[config.mk]
export PLATFORM = sky130hd
export DESIGN_NAME = art_timer
export DESIGN_NICKNAME = d
export VERILOG_FILES = /design/src/verilog/art_pkg.sv /design/src/verilog/art_prescaler.sv /design/src/verilog/art_timer.sv
export SDC_FILE = /design/constraint.sdc
export NUM_CORES = 1
export LEC_CHECK = 0
export ABC_AREA = 1
export BUFFER_PORTS_ARGS = -buffer_cell sky130_fd_sc_hd__buf_4
export CAP_MARGIN = 0
export CORE_MARGIN = 2
export CORE_UTILIZATION = 53
export CTS_CLUSTER_DIAMETER = 50
export DETAILED_ROUTE_END_ITERATION = 7
export GPL_TIMING_DRIVEN = 0
export MAX_ROUTING_LAYER = met4
export PLACE_DENSITY = 0.87
export RECOVER_POWER = 100
export SKIP_CTS_REPAIR_TIMING = 1
export SYNTH_ARGS = -nofsm -noshare
export SYNTH_HDL_FRONTEND = slang
export SYNTH_HIERARCHICAL = 1
export SYNTH_SLANG_ARGS = --single-unit
export TNS_END_PERCENT = 30
[constraint.sdc]
create_clock -name clk_sys -period 1.65 [get_ports clk_sys]
set_input_delay 0.0825 -clock clk_sys [delete_from_list [all_inputs] [get_ports clk_sys]]
set_output_delay 0.0825 -clock clk_sys [all_outputs]
set_load 0.005 [all_outputs]
[src/verilog/art_pkg.sv]
// constants and carrier types for the auto-reload timer zero block
package art_pkg;

  // register offsets on the host register port
  localparam logic [7:0] ART_OFS_CONTROL     = 8'h4f;
  localparam logic [7:0] ART_OFS_RELOAD_LOW  = 8'h50;
  localparam logic [7:0] ART_OFS_RELOAD_HIGH = 8'h51;
  localparam logic [7:0] ART_OFS_COUNT_LOW   = 8'h52;
  localparam logic [7:0] ART_OFS_COUNT_HIGH  = 8'h53;

  // control register field positions
  localparam int         ART_CTL_RUN_BIT      = 2;
  localparam int         ART_CTL_LOW_IRQ_BIT  = 5;
  localparam logic [7:0] ART_CTL_USED_MASK    = 8'h24;

  // reset values
  localparam logic [7:0] ART_RST_CONTROL     = 8'h04;
  localparam logic [7:0] ART_RST_RELOAD_LOW  = 8'h8d;
  localparam logic [7:0] ART_RST_RELOAD_HIGH = 8'h34;
  localparam logic [15:0] ART_RST_COUNT      = 16'h0000;
  localparam logic [7:0] ART_RD_UNMAPPED     = 8'h00;

  // timing: count rate is the system clock divided by twelve
  localparam int         ART_DIV_CYCLES = 12;
  localparam logic [3:0] ART_DIV_LAST   = 4'(ART_DIV_CYCLES - 1);

  // one register access, write and read strobes with address and data
  typedef struct packed {
    logic       wr;
    logic       rd;
    logic [7:0] addr;
    logic [7:0] wdata;
  } art_req_s;

endpackage

[src/verilog/art_prescaler.sv]
// divide-by-twelve count enable for the timer
`timescale 1ns/1ns
`default_nettype none
module art_prescaler
  import art_pkg::*;
(
  // clock and reset
  input  wire logic clk_sys,
  input  wire logic sys_rst,
  // control and enable pulse
  input  wire logic run,
  output logic      tick
);

  logic [3:0] div_cnt;
  logic [3:0] next_div_cnt;

  // phase counter holds while halted
  assign next_div_cnt = !run ? div_cnt :
                        (div_cnt == ART_DIV_LAST) ? 4'h0 : div_cnt + 4'h1;
  assign tick         = run && (div_cnt == ART_DIV_LAST); // RULE_07

  // divider phase register
  always_ff @(posedge clk_sys or posedge sys_rst) begin
    if (sys_rst) begin
      div_cnt <= 4'h0;
    end else begin
      div_cnt <= next_div_cnt;
    end
  end

  // a tick is followed by at least eleven quiet cycles
  AST_TICK_GAP: assert property (@(posedge clk_sys) disable iff (sys_rst) // RULE_07
    tick |=> !tick [*8] ##1 !tick [*3])
    else $error("tick repeated before twelve cycles");

endmodule
`default_nettype wire

[src/verilog/art_timer.sv]
// auto-reload 16-bit timer zero with its host-visible registers
// Overview of operation
// RULE_01: counting happens only while control bit 2 (run) is one.
// RULE_02: with control bit 5 and timer interrupts enabled, low-byte overflow interrupts.
// RULE_03: control bits 7:6, 4:3 and 1:0 read zero, writes ignored.
// RULE_04: reload low byte register is readable and writable.
// RULE_05: reload high byte register is readable and writable.
// RULE_06: count high byte is a readable, writable register beside the low byte.
// RULE_07: count advances once every twelve system clocks, always auto-reload.
// RULE_08: on wrap from ffff the reload value loads and overflow flag sets.
// RULE_09: with timer interrupts enabled each 16-bit overflow interrupts.
// RULE_10: after reset the run bit is one, so the timer counts.
// RULE_11: writing a count byte replaces it at once; counting continues from it.
`timescale 1ns/1ns
`default_nettype none
module art_timer
  import art_pkg::*;
(
  // clock and reset
  input  wire logic      clk_sys,
  input  wire logic      sys_rst,
  // host register port
  input  wire art_req_s  reg_req,
  output logic [7:0]     reg_rdata,
  // shared interrupt logic outside the block
  input  wire logic      irq_enable,
  output logic           ovf_flag_set,
  output logic           low_ovf_event,
  output logic           irq_pulse
);

  // register state
  logic [7:0]  control;
  logic [7:0]  reload_low;
  logic [7:0]  reload_high;
  logic [15:0] count;

  // next values
  logic [7:0]  next_control;
  logic [15:0] next_count;
  logic [7:0]  next_rdata;

  // decode of the host access
  wire logic wr_control  = reg_req.wr && (reg_req.addr == ART_OFS_CONTROL);
  wire logic wr_rl_low   = reg_req.wr && (reg_req.addr == ART_OFS_RELOAD_LOW);
  wire logic wr_rl_high  = reg_req.wr && (reg_req.addr == ART_OFS_RELOAD_HIGH);
  wire logic wr_cnt_low  = reg_req.wr && (reg_req.addr == ART_OFS_COUNT_LOW);
  wire logic wr_cnt_high = reg_req.wr && (reg_req.addr == ART_OFS_COUNT_HIGH);
  wire logic cnt_written = wr_cnt_low || wr_cnt_high;

  // control fields
  wire logic ctl_run    = control[ART_CTL_RUN_BIT];
  wire logic ctl_low_en = control[ART_CTL_LOW_IRQ_BIT];

  // count events
  logic tick;
  wire logic [15:0] reload   = {reload_high, reload_low};
  wire logic [15:0] count_up = count + 16'h0001;
  wire logic        wrap16   = tick && (count == 16'hffff);
  wire logic        wrap8    = tick && (count[7:0] == 8'hff);

  // count enable from the divider, gated by run
  art_prescaler u_prescaler (
    .clk_sys (clk_sys),
    .sys_rst (sys_rst),
    .run     (ctl_run), // RULE_01
    .tick    (tick)
  );

  // only the run and low-byte enable bits are kept
  assign next_control = wr_control ? (reg_req.wdata & ART_CTL_USED_MASK) : control; // RULE_03

  // a host byte write wins over the count step in the same cycle
  assign next_count = wr_cnt_low  ? {count[15:8], reg_req.wdata} : // RULE_11
                      wr_cnt_high ? {reg_req.wdata, count[7:0]} :  // RULE_06
                      wrap16      ? reload :                        // RULE_08
                      tick        ? count_up :                      // RULE_07
                      count;

  // read multiplexer, unmapped offsets read zero
  assign next_rdata =
    (reg_req.addr == ART_OFS_CONTROL)     ? control :
    (reg_req.addr == ART_OFS_RELOAD_LOW)  ? reload_low :
    (reg_req.addr == ART_OFS_RELOAD_HIGH) ? reload_high :
    (reg_req.addr == ART_OFS_COUNT_LOW)   ? count[7:0] :
    (reg_req.addr == ART_OFS_COUNT_HIGH)  ? count[15:8] :
    ART_RD_UNMAPPED;

  // control and reload registers
  always_ff @(posedge clk_sys or posedge sys_rst) begin
    if (sys_rst) begin
      control     <= ART_RST_CONTROL; // RULE_10
      reload_low  <= ART_RST_RELOAD_LOW;
      reload_high <= ART_RST_RELOAD_HIGH;
    end else begin
      control <= next_control;
      if (wr_rl_low) begin
        reload_low <= reg_req.wdata; // RULE_04
      end
      if (wr_rl_high) begin
        reload_high <= reg_req.wdata; // RULE_05
      end
    end
  end

  // live count
  always_ff @(posedge clk_sys or posedge sys_rst) begin
    if (sys_rst) begin
      count <= ART_RST_COUNT;
    end else begin
      count <= next_count;
    end
  end

  // read data, event and interrupt pulses
  always_ff @(posedge clk_sys or posedge sys_rst) begin
    if (sys_rst) begin
      reg_rdata     <= ART_RD_UNMAPPED;
      ovf_flag_set  <= 1'b0;
      low_ovf_event <= 1'b0;
      irq_pulse     <= 1'b0;
    end else begin
      if (reg_req.rd) begin
        reg_rdata <= next_rdata;
      end
      ovf_flag_set  <= wrap16; // RULE_08
      low_ovf_event <= wrap8;
      irq_pulse     <= irq_enable && (wrap16 || (ctl_low_en && wrap8)); // RULE_09 RULE_02
    end
  end

  // halted timer holds its count unless the host writes it
  AST_HALT_HOLDS: assert property (@(posedge clk_sys) disable iff (sys_rst) // RULE_01
    !ctl_run && !cnt_written |=> $stable(count))
    else $error("count moved while halted");

  // low-byte wrap with its enable gives an interrupt next cycle
  AST_LOW_IRQ: assert property (@(posedge clk_sys) disable iff (sys_rst) // RULE_02
    wrap8 && ctl_low_en && irq_enable |=> irq_pulse)
    else $error("low byte overflow interrupt missing");

  // unused control bits stay zero
  AST_UNUSED_ZERO: assert property (@(posedge clk_sys) disable iff (sys_rst) // RULE_03
    (control & ~ART_CTL_USED_MASK) == 8'h00)
    else $error("unused control bit set");

  // reload low write lands
  AST_RELOAD_LOW_RW: assert property (@(posedge clk_sys) disable iff (sys_rst) // RULE_04
    wr_rl_low |=> reload_low == $past(reg_req.wdata))
    else $error("reload low not stored");

  // reload high write lands
  AST_RELOAD_HIGH_RW: assert property (@(posedge clk_sys) disable iff (sys_rst) // RULE_05
    wr_rl_high |=> reload_high == $past(reg_req.wdata))
    else $error("reload high not stored");

  // count high read returns the live upper byte
  AST_COUNT_HIGH_RD: assert property (@(posedge clk_sys) disable iff (sys_rst) // RULE_06
    reg_req.rd && reg_req.addr == ART_OFS_COUNT_HIGH |=> reg_rdata == $past(count[15:8]))
    else $error("count high read wrong");

  // count changes only on a tick or a host write
  AST_STEP_ON_TICK: assert property (@(posedge clk_sys) disable iff (sys_rst) // RULE_07
    !tick && !cnt_written |=> $stable(count))
    else $error("count moved without tick");

  // wrap reloads and flags overflow together
  AST_WRAP_RELOAD: assert property (@(posedge clk_sys) disable iff (sys_rst) // RULE_08
    wrap16 && !cnt_written |=> count == $past(reload) && ovf_flag_set)
    else $error("wrap did not reload");

  // every 16-bit overflow interrupts when enabled
  AST_OVF_IRQ: assert property (@(posedge clk_sys) disable iff (sys_rst) // RULE_09
    ovf_flag_set && $past(irq_enable) |-> irq_pulse)
    else $error("overflow interrupt missing");

  // first cycle after reset runs
  AST_RESET_RUNS: assert property (@(posedge clk_sys) disable iff (sys_rst) // RULE_10
    $past(sys_rst) |-> ctl_run)
    else $error("timer not running after reset");

  // low count write takes effect next cycle
  AST_COUNT_LOW_WR: assert property (@(posedge clk_sys) disable iff (sys_rst) // RULE_11
    wr_cnt_low |=> count[7:0] == $past(reg_req.wdata))
    else $error("count low write lost");

  // reload low read returns the stored byte
  AST_RELOAD_LOW_RD: assert property (@(posedge clk_sys) disable iff (sys_rst) // RULE_04
    reg_req.rd && reg_req.addr == ART_OFS_RELOAD_LOW |=> reg_rdata == $past(reload_low))
    else $error("reload low read wrong");

  // reload high read returns the stored byte
  AST_RELOAD_HIGH_RD: assert property (@(posedge clk_sys) disable iff (sys_rst) // RULE_05
    reg_req.rd && reg_req.addr == ART_OFS_RELOAD_HIGH |=> reg_rdata == $past(reload_high))
    else $error("reload high read wrong");

  // control read shows zero in the unused bits
  AST_CONTROL_RD: assert property (@(posedge clk_sys) disable iff (sys_rst) // RULE_03
    reg_req.rd && reg_req.addr == ART_OFS_CONTROL |=> (reg_rdata & ~ART_CTL_USED_MASK) == 8'h00)
    else $error("unused control bit read as one");

  // count high write takes effect next cycle
  AST_COUNT_HIGH_WR: assert property (@(posedge clk_sys) disable iff (sys_rst) // RULE_06
    wr_cnt_high |=> count[15:8] == $past(reg_req.wdata))
    else $error("count high write lost");

  // a plain tick steps the count by one
  AST_COUNT_STEP: assert property (@(posedge clk_sys) disable iff (sys_rst) // RULE_07
    tick && !wrap16 && !cnt_written |=> count == $past(count_up))
    else $error("count did not step by one");

  // overflow pulse lasts a single cycle
  AST_OVF_ONE_CYCLE: assert property (@(posedge clk_sys) disable iff (sys_rst) // RULE_08
    ovf_flag_set |=> !ovf_flag_set)
    else $error("overflow pulse too long");

  // low byte wrap always reports its event
  AST_LOW_EVENT: assert property (@(posedge clk_sys) disable iff (sys_rst) // RULE_02
    wrap8 |=> low_ovf_event)
    else $error("low byte wrap event missing");

  // low byte wrap without its enable stays quiet
  AST_LOW_IRQ_GATED: assert property (@(posedge clk_sys) disable iff (sys_rst) // RULE_02
    wrap8 && !wrap16 && !ctl_low_en |=> !irq_pulse)
    else $error("low byte interrupt without enable");

  // no interrupt while timer interrupts are off
  AST_IRQ_NEEDS_ENABLE: assert property (@(posedge clk_sys) disable iff (sys_rst) // RULE_09
    !irq_enable |=> !irq_pulse)
    else $error("interrupt while disabled");

endmodule
`default_nettype wire

==> summary.md <==
| Metric | Value |
|---|---|
| Final WS setup | -0.02027 ns |
| Final Hold Fails | 0 |
| Die Width | 79.80 microns |
| Slew Viols, Final | 0 |
| Main combinational cell family by area after synthesis | simple AND/OR/NAND/NOR gates |
| Internal | 2.665 mW |
| Critical setup path kind | flop to flop |
| DP HPWL | 6293 microns |
| Max rail drop VDD | 914.5 uV |
| Die area | 6368 sq um |
| Post-Route WL | 8758 microns |
| Status | finished, violations left |
| TritonCTS clock tree | done |
| Initial DRT Pass Iterations | 8 |
| Gate power share | 0.369 |
| Overflow left after global routing | 0 |
| Setup Viol. Count Final | 6 |
| Switching Share | 0.3892 |
| Mapped Cells | 436 |
| Setup TNS | -0.07774 ns |
| Residual DRC | 0 |
| WP data arrival | 1.91 ns |
| Syn Nets | 459 |
| DP Area | 3388 sq um |
| Compound-Gate Fraction of Synth Area | 0.07970 |
| Final net count | 512 |
| Crit Path Max Fanout | 10 |
| Synth Area in Adders | 0.008217 |
| Max cap viols | 0 |
| Largest net degree at the start of global routing | 24 |
| Final Core Density | 0.6721 |
| Vias in the first global route | 2902 |
| Flops & latches, synth | 49 |
| Mux contribution to synthesized area | 0 |
| Worst EP required | 1.89 ns |
| Filler cells | 458 |
| Ant diodes | 0 |
| Reg power frac | 0.432 |
| Post-Syn Area | 3045 sq um |
| Post-Synth Simple-Gate Area | 0.3907 |
| CP endpoint kind | flop |
| Failing checks | negative setup slack |
| Ports | 32 |
| Switch Pwr | 1.698 mW |
| Pwr/cell area | 1172 nW/um^2 |
| Worst min path class | input port to flop |
| Fraction of synthesized cell area in xor and xnor cells | 0.02876 |
| Final instance area | 3724 sq um |
| Chip Height | 79.80 microns |
| Total number of vias | 3126 |
| Clock tree buffer depth | 2 |
| Vias per cell | 5.562 |
| Initial Util | 0.5497 |
| Clk_skew | 0.004077 ns |
| Row cnt | 27 |
| Final worst path period share | 1.012 |
| GR Util All Layers | 0.2948 |
| Nature of the critical path startpoint | flop |
| Slew HR | 0.3581 |
| DRT antenna net count | 0 |
| Worst-Skew Late Latency | 0.30 ns |
| P_leak | 1.872 nW |
| Initial drt markers | 320 |
| CTS H-tree lvls | 2 |
| GP Congestion | 1.010 |
| Yosys Warn Count | 6 |
| Layout area overhead | 22.27% |
| Port Buffers | 30 |
| Layout cell share with drive strength beyond 1 | 0.2367 |
| Wirelength per Cell | 15.58 microns |
| Fmax | 0.5987 GHz |
| Syn avg cell area | 6.985 sq um |
| Netlist cell types | 31 |
| Crit path time final | 1.670 ns |
| Initial antenna violation count | 0 |
| Post-synthesis sequential area ratio | 0.4059 |
| Worst-path clk slew | 0.09 ns |
| Core area | 5540 sq um |
| Root Buffer | clkbuf_8 |
| Cts bufs inserted | 5 |
| Slew @ Worst Pin | 0.9617 ns |
| First-pass GRT wire length | 14060 microns |
| Clock share of power | 0.199 |
| RSZ-0062 raised after global routing | yes |
| Clk sinks | 49 |
[critical path, cell delays in order (launching register included)]
cell	delay (ns)
dfrtp_1	0.40
ha_2	0.20
nand4_1	0.12
inv_2	0.19
nand3_4	0.13
nor2_4	0.15
buf_6	0.15
nand2_1	0.06
nand3_1	0.08
nand2_1	0.08
nand2_1	0.06
[cell families after synthesis]
family / count (synthesis)
compound gates: 46
xor+xnor: 10
fa+ha+maj: 2
buf+inv: 61
flops: 49
simple gates: 268
[sequential cells by signal, indices dropped and copies added, names as in the netlist]
signal               flops
count                   16
reg_rdata                8
reload_high              8
reload_low               8
u_prescaler/div_cnt      4
control                  2
irq_pulse                1
low_ovf_event            1
ovf_flag_set             1
[synth_stat cells, drive strengths merged]
| cell | n | share of area |
|---|---|---|
| nor3 | 3 | 0.010 |
| xnor2 | 4 | 0.012 |
| ha | 2 | 0.0082 |
| dfrtp | 41 | 0.34 |
| a21oi | 19 | 0.031 |
| a21boi | 1 | 0.0025 |
| o21bai | 2 | 0.0049 |
| nand4 | 11 | 0.023 |
| nand2 | 148 | 0.19 |
| nand3b | 2 | 0.0049 |
| or2 | 1 | 0.0021 |
| nand3 | 39 | 0.070 |
| xor2 | 6 | 0.017 |
| buf | 9 | 0.023 |
| o211ai | 2 | 0.0049 |
| o21ai | 22 | 0.036 |
| nor2 | 64 | 0.086 |
| inv | 52 | 0.064 |
| dfstp | 8 | 0.069 |
[power groups by stage]
stage	clock network, mW	registers (mW)	logic, mW
after floorplan	0	1.73	1.00
after global placement	0	1.85	1.19
after detailed placement	0	1.86	1.25
after CTS	0.886	1.84	1.26
after global routing	0.907	1.92	1.82
final	0.870	1.88	1.61
[path summary, 6_finish.rpt]
check,from,to,slack [ns],depth (start not counted)
setup / recovery,u_prescaler/div_cnt[1],count[8],-0.02,10
hold / removal,reg_req[2],control[2],0.03,3
setup reg to reg,u_prescaler/div_cnt[1],count[8],-0.02,10
hold reg to reg,reload_low[7],reload_low[7],0.48,2
max in group asynchronous,sys_rst,reload_low[7],0.39,4
min in group asynchronous,sys_rst,u_prescaler/div_cnt[2],0.21,3
[per-stage QoR]
| stage | setup WS, ns | instances | hold WS, ns | total power [mW] |
|---|---|---|---|---|
| after floorplan | 0.09563 | 436 | -0.1514 | 2.728 |
| after global placement | -0.2152 | 538 | -0.01558 | 3.042 |
| after detailed placement | -0.1927 | 539 | -0.01057 | 3.112 |
| after CTS | -0.2093 | 547 | -0.3439 | 3.985 |
| after global routing | -0.08928 | 562 | 0.04314 | 4.646 |
| final | -0.02027 | 562 | 0.02635 | 4.363 |
[cell usage in the layout, fill, tap and decap left out, drive strengths merged]
cell type,synthesis,layout
o21ai,22,22
or2,1,1
nand4,11,11
o21bai,2,2
dfstp,8,8
xor2,6,6
nand3b,2,2
nand2,148,148
a21oi,19,19
ha,2,2
inv,52,52
nor2,64,64
bufinv,0,1
clkinv,0,1
o211ai,2,2
nor3,3,3
dlygate4sd3,0,1
dfrtp,41,41
a21boi,1,1
buf,9,43
nand3,39,39
clkbuf,0,17
xnor2,4,4
[per-layer routing]
layer	vias up	track usage	routed length, microns
met2	169	0.4597	4096
met1	1433	0.3908	3682
li1	1488	-	-
met3	36	0.03507	629
met5	-	-	0
met4	0	0.1288	350
[layout make-up]
type	count	area, sq um	share of cell area
buffer	9	72.57	0.01949
clock inverter	2	38.79	0.01042
multi-input combinational	326	1639	0.4402
inverter	52	200.2	0.05376
clock buffer	6	72.57	0.01949
timing repair buffer	46	364.1	0.09778
tap	72	90.09	0.02419
sequential	49	1246	0.3347
No activity file was read; power rests on OpenSTA's default activity.
